--- config.mk ---
export PLATFORM = sky130hd
export DESIGN_NAME = eth_rx_descriptor_dma
export DESIGN_NICKNAME = d
export VERILOG_FILES = /design/src/rtl/rxdma_pkg.sv /design/src/rtl/eth_rx_descriptor_dma.sv /design/src/rtl/req_arbiter.sv
export VERILOG_INCLUDE_DIRS = /design/src /design/src/rtl
export SDC_FILE = /design/constraint.sdc
export NUM_CORES = 1
export LEC_CHECK = 0
export BUFFER_PORTS_ARGS = -buffer_cell sky130_fd_sc_hd__buf_4
export CORE_MARGIN = 2
export CORE_UTILIZATION = 40
export CTS_CLUSTER_SIZE = 8
export DETAILED_ROUTE_END_ITERATION = 6
export GPL_TIMING_DRIVEN = 0
export SYNTH_ARGS = -nofsm -noshare
export SYNTH_HDL_FRONTEND = slang
export SYNTH_SLANG_ARGS = --single-unit
--- constraint.sdc ---
create_clock -name pclk -period 3.4 [get_ports pclk]
set_input_delay 0.51 -clock pclk [delete_from_list [all_inputs] [get_ports pclk]]
set_output_delay 0.51 -clock pclk [all_outputs]
set_load 0.01 [all_outputs]
--- src/rtl/rxdma_defs.svh ---
/*
  Offsets, field positions, reset values and encodings of the receive descriptor DMA.
  Assumes byte addressing on APB with one aligned 32-bit word per register.
*/
`ifndef RXDMA_DEFS_SVH
`define RXDMA_DEFS_SVH

// ==========================================================
// Register offsets
`define OFS_NET_CFG      8'h00
`define OFS_DMA_CFG      8'h04
`define OFS_RXQ_BASE     8'h08
`define OFS_NET_CTRL     8'h0C
`define OFS_RX_STATUS    8'h10
`define OFS_RES_ERR      8'h14

// ==========================================================
// Field positions
`define NCFG_OFS_LO      14
`define NCFG_OFS_HI      15
`define NCFG_FCS_STRIP   17
`define NCFG_CSUM_EN     24
`define DCFG_BSZ_LO      16
`define DCFG_BSZ_HI      23
`define CTRL_RX_EN       2
`define RSTAT_BNA        1

// ==========================================================
// Reset values
`define NET_CFG_RST      32'h0000_0000
`define DMA_CFG_RST      32'h0002_0000
`define RXQ_BASE_RST     32'h0000_0000

// ==========================================================
// Descriptor layout
`define DESC_OWN         0
`define DESC_WRAP        1
`define DESC_STAT_OFS    32'h0000_0004
`define DESC_STEP        32'h0000_0008
`define STAT_SOF         32'h0000_4000

// ==========================================================
// Bus requester indices, highest priority first
`define REQ_RX_DESC      2'h0
`define REQ_TX_DESC      2'h1
`define REQ_RX_DATA      2'h2
`define REQ_TX_DATA      2'h3

`endif

--- src/rtl/rxdma_pkg.sv ---
/*
  Types of the receive descriptor DMA: engine states and the packed state record.
  Assumes rxdma_defs.svh for all numeric constants.
*/
package rxdma_pkg;

  // ==========================================================
  // Engine states, Gray along idle-fetch-fill-status-used
  typedef enum logic [2:0] {
    S_IDLE  = 3'b000,
    S_FETCH = 3'b001,
    S_FILL  = 3'b011,
    S_STAT  = 3'b010,
    S_USED  = 3'b110
  } rx_state_t;

  // ==========================================================
  // Whole state of the engine
  typedef struct packed {
    rx_state_t   st;
    logic [31:0] ncfg;
    logic [31:0] dcfg;
    logic [31:0] base;
    logic [31:0] qptr;
    logic        rx_en;
    logic        bna;
    logic [15:0] rerr;
    logic [31:0] prdata;
    logic        pready;
    logic        pslverr;
    logic        mem_req;
    logic        mem_write;
    logic [31:0] mem_addr;
    logic [31:0] mem_wdata;
    logic [3:0]  mem_be;
    logic        tx_desc_gnt;
    logic        tx_data_gnt;
    logic [29:0] bufw;
    logic        wrap;
    logic [29:0] waddr;
    logic [31:0] wbuf;
    logic [3:0]  be;
    logic [1:0]  lane;
    logic [14:0] room;
    logic [12:0] flen;
    logic        pend;
    logic        done;
    logic        sof;
    logic [15:0] stat;
    logic        drop;
    logic        rx_ready;
    logic        bna_pulse;
  } dma_state_t;

endpackage : rxdma_pkg

--- src/rtl/eth_rx_descriptor_dma.sv ---
/*
  Receive scatter-gather DMA: fetches two-word descriptors, packs frame bytes into
  word-aligned buffers, writes per-buffer status and marks buffers used.
  Assumes a single-transfer memory port (req held until ack) in front of AHB, a byte
  stream from the MAC with FCS bytes tagged and frame results valid with rx_last,
  and APB register access on pclk.
*/
// The placing of the registers and the APB register port were chosen for this implementation.
`timescale 1ns/1ns
`default_nettype none
`include "rxdma_defs.svh"

module eth_rx_descriptor_dma
  import rxdma_pkg::*;
(
  // Clock and reset
  input  wire logic        pclk,
  input  wire logic        presetn,
  // APB slave
  input  wire logic        psel,
  input  wire logic        penable,
  input  wire logic        pwrite,
  input  wire logic [31:0] paddr,
  input  wire logic [31:0] pwdata,
  output logic      [31:0] prdata,
  output logic             pready,
  output logic             pslverr,
  // Memory master port
  output logic             mem_req,
  output logic             mem_write,
  output logic      [31:0] mem_addr,
  output logic      [31:0] mem_wdata,
  output logic      [3:0]  mem_be,
  input  wire logic        mem_ack,
  input  wire logic [31:0] mem_rdata,
  // Transmit side bus requests
  input  wire logic        tx_desc_req,
  input  wire logic        tx_data_req,
  output logic             tx_desc_gnt,
  output logic             tx_data_gnt,
  // Receive byte stream
  input  wire logic        rx_valid,
  input  wire logic [7:0]  rx_byte,
  input  wire logic        rx_fcs,
  input  wire logic        rx_last,
  output logic             rx_ready,
  // Frame results, valid with rx_last
  input  wire logic        rx_bcast,
  input  wire logic        rx_mc_hash,
  input  wire logic        rx_uc_hash,
  input  wire logic [3:0]  rx_sa_match,
  input  wire logic [3:0]  rx_tid_match,
  input  wire logic        rx_snap,
  input  wire logic [1:0]  rx_csum_chk,
  input  wire logic        rx_vlan,
  input  wire logic        rx_prio_tag,
  input  wire logic [2:0]  rx_vlan_pri,
  input  wire logic        rx_vlan_cfi,
  // Events
  output logic             buf_not_avail
);

  // ==========================================================
  // Helpers
  dma_state_t s;
  dma_state_t n;
  logic [3:0] reqs;
  logic [1:0] gnt;
  logic       gnt_any;
  logic       acc;
  logic       keep;

  // Highest-numbered match reported
  function automatic logic [1:0] hi_index(input logic [3:0] m);
    logic [1:0] r;
    r = 2'h0;
    for (int i = 0; i < 4; i++) begin
      if (m[i]) begin
        r = i[1:0];
      end
    end
    return r;
  endfunction : hi_index

  // Buffer size in bytes, field in 64-byte units, zero means 16 Kbytes
  function automatic logic [14:0] buf_bytes(input logic [31:0] d);
    logic [7:0] f;
    f = d[`DCFG_BSZ_HI:`DCFG_BSZ_LO];
    return (f == 8'h00) ? 15'h4000 : {1'b0, f, 6'h00};
  endfunction : buf_bytes

  // ==========================================================
  // Bus requests to the arbiter
  always_comb begin
    reqs[`REQ_RX_DESC] = (s.st == S_FETCH) || (s.st == S_STAT) || (s.st == S_USED);
    reqs[`REQ_TX_DESC] = tx_desc_req;
    reqs[`REQ_RX_DATA] = (s.st == S_FILL) && s.pend;
    reqs[`REQ_TX_DATA] = tx_data_req;
  end

  req_arbiter u_arb (
    .req (reqs),
    .gnt (gnt),
    .any (gnt_any)
  );

  assign acc  = s.rx_ready && rx_valid;
  assign keep = !(rx_fcs && s.ncfg[`NCFG_FCS_STRIP]);

  // ==========================================================
  // Next state
  always_comb begin
    n           = s;
    n.bna_pulse = 1'b0;

    // APB setup: answer next cycle
    if (psel && !penable && !s.pready) begin
      n.pready  = 1'b1;
      n.pslverr = 1'b0;
      case (paddr[7:0])
        `OFS_NET_CFG:   n.prdata = s.ncfg;
        `OFS_DMA_CFG:   n.prdata = s.dcfg;
        `OFS_RXQ_BASE:  n.prdata = s.qptr;
        `OFS_NET_CTRL:  n.prdata = {29'h0, s.rx_en, 2'h0};
        `OFS_RX_STATUS: n.prdata = {30'h0, s.bna, 1'b0};
        `OFS_RES_ERR:   n.prdata = {16'h0, s.rerr};
        default: begin
          n.prdata  = 32'h0000_0000;
          n.pslverr = 1'b1;
        end
      endcase
    end

    // APB access completes
    if (psel && penable && s.pready) begin
      n.pready  = 1'b0;
      n.pslverr = 1'b0;
      if (pwrite) begin
        case (paddr[7:0])
          `OFS_NET_CFG: n.ncfg = pwdata;
          `OFS_DMA_CFG: n.dcfg = pwdata;
          `OFS_RXQ_BASE: begin
            if (!s.rx_en) begin
              n.base = {pwdata[31:2], 2'h0};
              n.qptr = {pwdata[31:2], 2'h0};
            end
          end
          `OFS_NET_CTRL: n.rx_en = pwdata[`CTRL_RX_EN];
          `OFS_RX_STATUS: begin
            if (pwdata[`RSTAT_BNA]) begin
              n.bna = 1'b0;
            end
          end
          default: n.rx_en = s.rx_en;
        endcase
      end
    end

    // Lent transmit grants end when the request drops
    if (s.tx_desc_gnt && !tx_desc_req) begin
      n.tx_desc_gnt = 1'b0;
    end
    if (s.tx_data_gnt && !tx_data_req) begin
      n.tx_data_gnt = 1'b0;
    end

    // Arbitrate when the bus is free
    if (!s.mem_req && !s.tx_desc_gnt && !s.tx_data_gnt && gnt_any) begin
      case (gnt)
        `REQ_RX_DESC: begin
          n.mem_req = 1'b1;
          n.mem_be  = 4'hF;
          case (s.st)
            S_FETCH: begin
              n.mem_write = 1'b0;
              n.mem_addr  = s.qptr;
            end
            S_STAT: begin
              n.mem_write = 1'b1;
              n.mem_addr  = s.qptr + `DESC_STAT_OFS;
              if (s.done) begin
                n.mem_wdata = {s.stat, 1'b1, s.sof, 1'b0, s.flen};
              end else begin
                n.mem_wdata = s.sof ? `STAT_SOF : 32'h0000_0000;
              end
            end
            default: begin
              n.mem_write = 1'b1;
              n.mem_addr  = s.qptr;
              n.mem_wdata = {s.bufw, s.wrap, 1'b1};
            end
          endcase
        end
        `REQ_TX_DESC: n.tx_desc_gnt = 1'b1;
        `REQ_RX_DATA: begin
          n.mem_req   = 1'b1;
          n.mem_write = 1'b1;
          n.mem_addr  = {s.waddr, 2'h0};
          n.mem_wdata = s.wbuf;
          n.mem_be    = s.be;
        end
        default: n.tx_data_gnt = 1'b1;
      endcase
    end

    // Engine
    case (s.st)
      S_IDLE: begin
        if (s.drop && acc && rx_last) begin
          n.drop = 1'b0;
        end else if (!s.drop && s.rx_en && rx_valid) begin
          n.st   = S_FETCH;
          n.sof  = 1'b1;
          n.flen = 13'h0000;
          n.done = 1'b0;
        end
      end
      S_FETCH: begin
        if (s.mem_req && mem_ack) begin
          n.mem_req = 1'b0;
          if (mem_rdata[`DESC_OWN]) begin
            n.bna       = 1'b1;
            n.bna_pulse = 1'b1;
            n.rerr      = s.rerr + 16'h0001;
            n.drop      = 1'b1;
            n.st        = S_IDLE;
          end else begin
            n.bufw  = mem_rdata[31:2];
            n.waddr = mem_rdata[31:2];
            n.wrap  = mem_rdata[`DESC_WRAP];
            n.be    = 4'h0;
            n.wbuf  = 32'h0000_0000;
            n.st    = S_FILL;
            if (s.sof) begin
              n.lane = s.ncfg[`NCFG_OFS_HI:`NCFG_OFS_LO];
              n.room = buf_bytes(s.dcfg) - {13'h0000, s.ncfg[`NCFG_OFS_HI:`NCFG_OFS_LO]};
            end else begin
              n.lane = 2'h0;
              n.room = buf_bytes(s.dcfg);
            end
          end
        end
      end
      S_FILL: begin
        // Finished word written
        if (s.mem_req && mem_ack) begin
          n.mem_req = 1'b0;
          n.pend    = 1'b0;
          n.be      = 4'h0;
          n.wbuf    = 32'h0000_0000;
          n.waddr   = s.waddr + 30'h0000_0001;
        end
        // Pack accepted byte
        if (acc) begin
          if (keep) begin
            n.wbuf[{s.lane, 3'b000} +: 8] = rx_byte;
            n.be[s.lane] = 1'b1;
            n.lane = s.lane + 2'h1;
            n.room = s.room - 15'h0001;
            n.flen = s.flen + 13'h0001;
            if ((s.lane == 2'h3) || (s.room == 15'h0001)) begin
              n.pend = 1'b1;
            end
          end
          if (rx_last) begin
            n.done = 1'b1;
            n.stat = {rx_bcast, rx_mc_hash, rx_uc_hash, 1'b0,
                      |rx_sa_match, hi_index(rx_sa_match),
                      s.ncfg[`NCFG_CSUM_EN] ? (rx_snap && (!rx_vlan || !rx_vlan_cfi)) : |rx_tid_match,
                      s.ncfg[`NCFG_CSUM_EN] ? rx_csum_chk : hi_index(rx_tid_match),
                      rx_vlan, rx_prio_tag, rx_vlan_pri, rx_vlan_cfi};
            if (n.be != 4'h0) begin
              n.pend = 1'b1;
            end
          end
        end
        // Buffer full or frame over with nothing left to write
        if (!n.pend && (n.done || (n.room == 15'h0000))) begin
          n.st = S_STAT;
        end
      end
      S_STAT: begin
        if (s.mem_req && mem_ack) begin
          n.mem_req = 1'b0;
          n.st      = S_USED;
        end
      end
      S_USED: begin
        if (s.mem_req && mem_ack) begin
          n.mem_req = 1'b0;
          n.qptr    = s.wrap ? s.base : s.qptr + `DESC_STEP;
          n.sof     = 1'b0;
          n.st      = s.done ? S_IDLE : S_FETCH;
        end
      end
      default: n.st = S_IDLE;
    endcase

    // Registered stream ready
    n.rx_ready = ((n.st == S_FILL) && !n.pend && !n.done && (n.room != 15'h0000)) ||
                 ((n.st == S_IDLE) && n.drop);
  end

  // ==========================================================
  // State register
  always_ff @(posedge pclk or negedge presetn) begin
    if (!presetn) begin
      s      <= '0;
      s.st   <= S_IDLE;
      s.ncfg <= `NET_CFG_RST;
      s.dcfg <= `DMA_CFG_RST;
      s.base <= `RXQ_BASE_RST;
      s.qptr <= `RXQ_BASE_RST;
    end else begin
      s <= n;
    end
  end

  // ==========================================================
  // Outputs straight from the state record
  assign prdata        = s.prdata;
  assign pready        = s.pready;
  assign pslverr       = s.pslverr;
  assign mem_req       = s.mem_req;
  assign mem_write     = s.mem_write;
  assign mem_addr      = s.mem_addr;
  assign mem_wdata     = s.mem_wdata;
  assign mem_be        = s.mem_be;
  assign tx_desc_gnt   = s.tx_desc_gnt;
  assign tx_data_gnt   = s.tx_data_gnt;
  assign rx_ready      = s.rx_ready;
  assign buf_not_avail = s.bna_pulse;

endmodule : eth_rx_descriptor_dma

`default_nettype wire

--- src/rtl/req_arbiter.sv ---
/*
  Fixed-priority arbiter for the shared memory bus; index 0 wins.
  Assumes requests are sampled only while the bus is free.
*/
`timescale 1ns/1ns
`default_nettype none

module req_arbiter (
  // Requests, bit 0 highest priority
  input  wire logic [3:0] req,
  // Winner
  output logic [1:0]      gnt,
  output logic            any
);

  // ==========================================================
  // Priority encode from the top requester down
  always_comb begin
    any = |req;
    gnt = 2'h0;
    for (int i = 3; i >= 0; i--) begin
      if (req[i]) begin
        gnt = i[1:0];
      end
    end
  end

endmodule : req_arbiter

`default_nettype wire

==> results.md <==
* Run status: finished, final reports clean
* Die W at 231 µm
* Seq/Total Area, Yosys at 48.5%
* Met1 WL at between 30000 and 40000 µm
* Postcts setup bufs at 0
* 1st-pass router iterations at 7
* # clock sinks at roughly 400
* Crit path cell chain: buf_2, nor3b_1, nor3_4, nor2_1, clkbuf_1, a22oi_1, o21ai_0
* CTS tree: built
* Ys Warns at 0
* Worst reg2reg path depth at 7
* Routed wl met3 at 4500 µm
* Met2 wire len at 32800 µm
* Clock-pin slew on the worst setup and hold paths at 60 ps
* GR Util All Layers at 26.0%
* Final antenna diode count at 0
* IO buf count at 216
* Slowest cell on crit path: nor2_1
* Fraction of layout instances using a drive strength above 1 at 18.8%
* Post-synth EDFFs at 0
* Final worst-path cycle share at 96.1%
* Internal reg-to-reg setup slack at ~130 ps
* R2r startpoint: s[402]
* Syn avg cell area at ~9.1 µm²
* Top delay family on crit path: simple AND/OR/NAND/NOR gates
* Vias per cell at 5.63
* Top sig layer: met4
* Placement Rows at 83
* Synth Instances at 2269
* Hold Startpoint: rx_bcast
* PwrDens at 694 mW/mm²
* Worst hold path endpoint: s[18]
* Via count at 18282
* Worst-skew pair later-pin latency at 610 ps
* Minimum clock period at 3270 ps
* Crit Path Max Fanout at 10
* Fmax at 306 MHz
* Total grt overflow at 0
* Root buffer cell: clkbuf_16
* Skew final at between 20 and 25 ps
* NumNets Final at around 2700
* Least-Margin Pin Slew at 1060 ps
* Headroom to the max-slew limit at 29.0%
* Most used DFF post-synth: dfrtp_1
* Placer congestion estimate at 0.931
* Initial Util at 40.4%
* HPWL after detailed placement at roughly 53000 µm
* Post-route ant nets at 0
* Overall Power at 0.0173 W
* Hold slack at 105 ps
* Starting DRT DRC Count at roughly 1500
* First-pass GRT wire length at between 100000 and 150000 µm
* Largest net degree at the start of global routing at 121
* Cell variety after synth at 71
* Wirelength per Cell at approximately 22 µm
* Vias in the first global route at 18086
* Final setup fails at 0
* Pins Over Slew Limit at 0
* Critical path endpoint category: flop
* Crit-path max cell delay at 870 ps
* Routed WL at between 60000 and 70000 µm
* Num CTS Buffers at 57
* Hold Crit Class: primary input to flop
* Maximum clock path buffer count at 3
* Core area at 0.0512 mm²
* Critical path required time at 3910 ps
* # DRC at 0
* Die Area at approximately 0.054 mm²
* Cell area after synthesis at 0.0207 mm²
* Worst hold stages at 3
* CP bufs+invs at 2
* Die Ht at between 200 and 250 µm
* Max_cap viols at 0
* Setup crit start kind: flop
* Critical path class: flop to flop
* Leakage at 11.5 nW
* Post-synth ARST share at 100%
* Hold Fails Final Rpt at 0
* Worst flop-to-flop path endpoint: mem_addr[18]
* Initial antenna violation count at 1
* CTS H-tree depth at 2
* Yosys reg bits at 401
* Worst EP arrival at 3780 ps
* IO Pins at 243
* VDD IR max at 0.367 mV
* Synthesis-to-finish area growth at 20.2%
* Net Count, Synth at around 2400
## state kept, by name, indices dropped and copies added (netlist names), 4 cells and up
register and cells:
prdata 32, s 293, mem_wdata 32, mem_be 4
mem_addr 32
## metrics by stage
stage,instance area [µm²],setup TNS (ps),setup slack [ps],std cells,util (%)
final,24900,0,132,3245,48.6
after global routing,24900,-163,-59.5,3245,48.6
after CTS,24800,0,63.7,3246,48.5
after detailed placement,23200,-2520,-276,3168,45.4
after global placement,23200,-908800,-2260,3165,45.2
after floorplan,20700,0,843,2269,-
## cells in the final DEF (no fill, tap or decap), types with 11 or more instances in the layout
cell type and instances:
nand4_1 29, a22oi_1 50, a21oi_1 106, clkbuf_16 58, nor2_1 117, o311ai_0 12, dfrtp_1 400, o21a_1 11
xnor2_1 48, clkbuf_1 146, xor2_1 35, a32oi_1 17, inv_1 26, o21ai_0 170, and3_1 13, a22o_1 67
ha_1 17, nor4_1 14, nand2_1 469, a31oi_1 35, buf_4 315, a211oi_1 23, nor3_1 36, mux2_2 67
nand3_1 100, buf_1 14
## tightest hold or removal path: cells and delay by family
family / cells / cell delay (ps)
and+or+nand+nor: 2 / 90
buffers and inverters: 1 / 80
## layer usage
metal  global-route usage [%]  vias to the layer above
met3                     3.57                      133
met1                     35.6                     8984
met5                        0                        -
li1                         -                     8451
met2                     42.1                      714
met4                     9.35                        0
## cells in the mapped netlist, types with 5 or more instances
cell / number / area, µm²
a211oi_1: 23 / 173
a21oi_1: 106 / 531
a22o_1: 67 / 587
a22oi_1: 50 / 375
a31oi_1: 35 / 219
a32oi_1: 17 / 149
and2_1: 8 / 50.1
and3_1: 13 / 81.3
and4_1: 10 / 87.6
buf_1: 14 / 52.6
buf_2: 9 / 45.0
buf_4: 100 / 751
clkbuf_1: 137 / 514
dfrtp_1: 400 / 10000
ha_1: 17 / 213
inv_1: 26 / 97.6
mux2_2: 67 / 754
mux2i_1: 7 / 70.1
nand2_1: 469 / 1760
nand2b_1: 7 / 43.8
nand3_1: 100 / 500
nand4_1: 29 / 181
nor2_1: 117 / 439
nor2b_1: 7 / 43.8
nor3_1: 37 / 185
nor3b_1: 6 / 45.0
nor4_1: 15 / 93.8
o211a_1: 9 / 90.1
o211ai_1: 10 / 75.1
o21a_1: 11 / 82.6
o21ai_0: 170 / 851
o311ai_0: 12 / 105
or2_2: 5 / 31.3
or3_1: 10 / 62.6
or4_1: 5 / 37.5
xnor2_1: 48 / 420
xor2_1: 35 / 307
## area by class of cell
class | instances | area, µm²
plain buffers | 260 | 1370
flip-flops and latches | 401 | 10000
well taps | 680 | 851
repair buffers | 220 | 1720
multi-input cells | 1580 | 9200
fillers | 4921 | 26300
clock buffers | 74 | 1540
inverters | 27 | 101
clock inverters | 3 | 45.0
## logic make-up (layout without fill, tap and decap cells)
kind of cell | count (synthesis) | after routing | synth area share (%)
AOI/OAI and AO/OA | 548 | 548 | 17.2
xor gates and xnor gates | 83 | 83 | 3.51
adders and majority gates | 17 | 17 | 1.03
buffers and inverters | 288 | 584 | 7.13
DFF | 401 | 401 | 48.5
muxes | 74 | 74 | 3.99
and+or+nand+nor | 858 | 858 | 18.6
## what timing repair did
item / 4_1_cts / 5_1_grt
setup endpoints to repair: 15 / 20
endpoints found under the hold margin: 81 / 0
cloned: 0 / 0
gates resized for setup: 2 / 4
hold buffers: 1 / 0
## power breakdown
part / internal (W) / switching [W] / total [W]
Combinational: 0.00209 / 0.00336 / 0.00545
Clock: 0.00311 / 0.00212 / 0.00523
Sequential: 0.00573 / 0.000849 / 0.00658
Total: 0.0109 / 0.00633 / 0.0173
## worst max path at each step
stage,to,depth (start not counted),slack (ps),from
2_1_floorplan,s[360],7,840,paddr[1]
3_3_place_gp,s[45],1,-2260,presetn
3_5_place_dp,s[45],8,-280,s[401]
4_1_cts,mem_addr[24],8,60,s[402]
5_1_grt,mem_addr[17],7,-60,s[402]
6_report,mem_addr[18],7,130,s[402]
(Power assumes the default switching activity.)
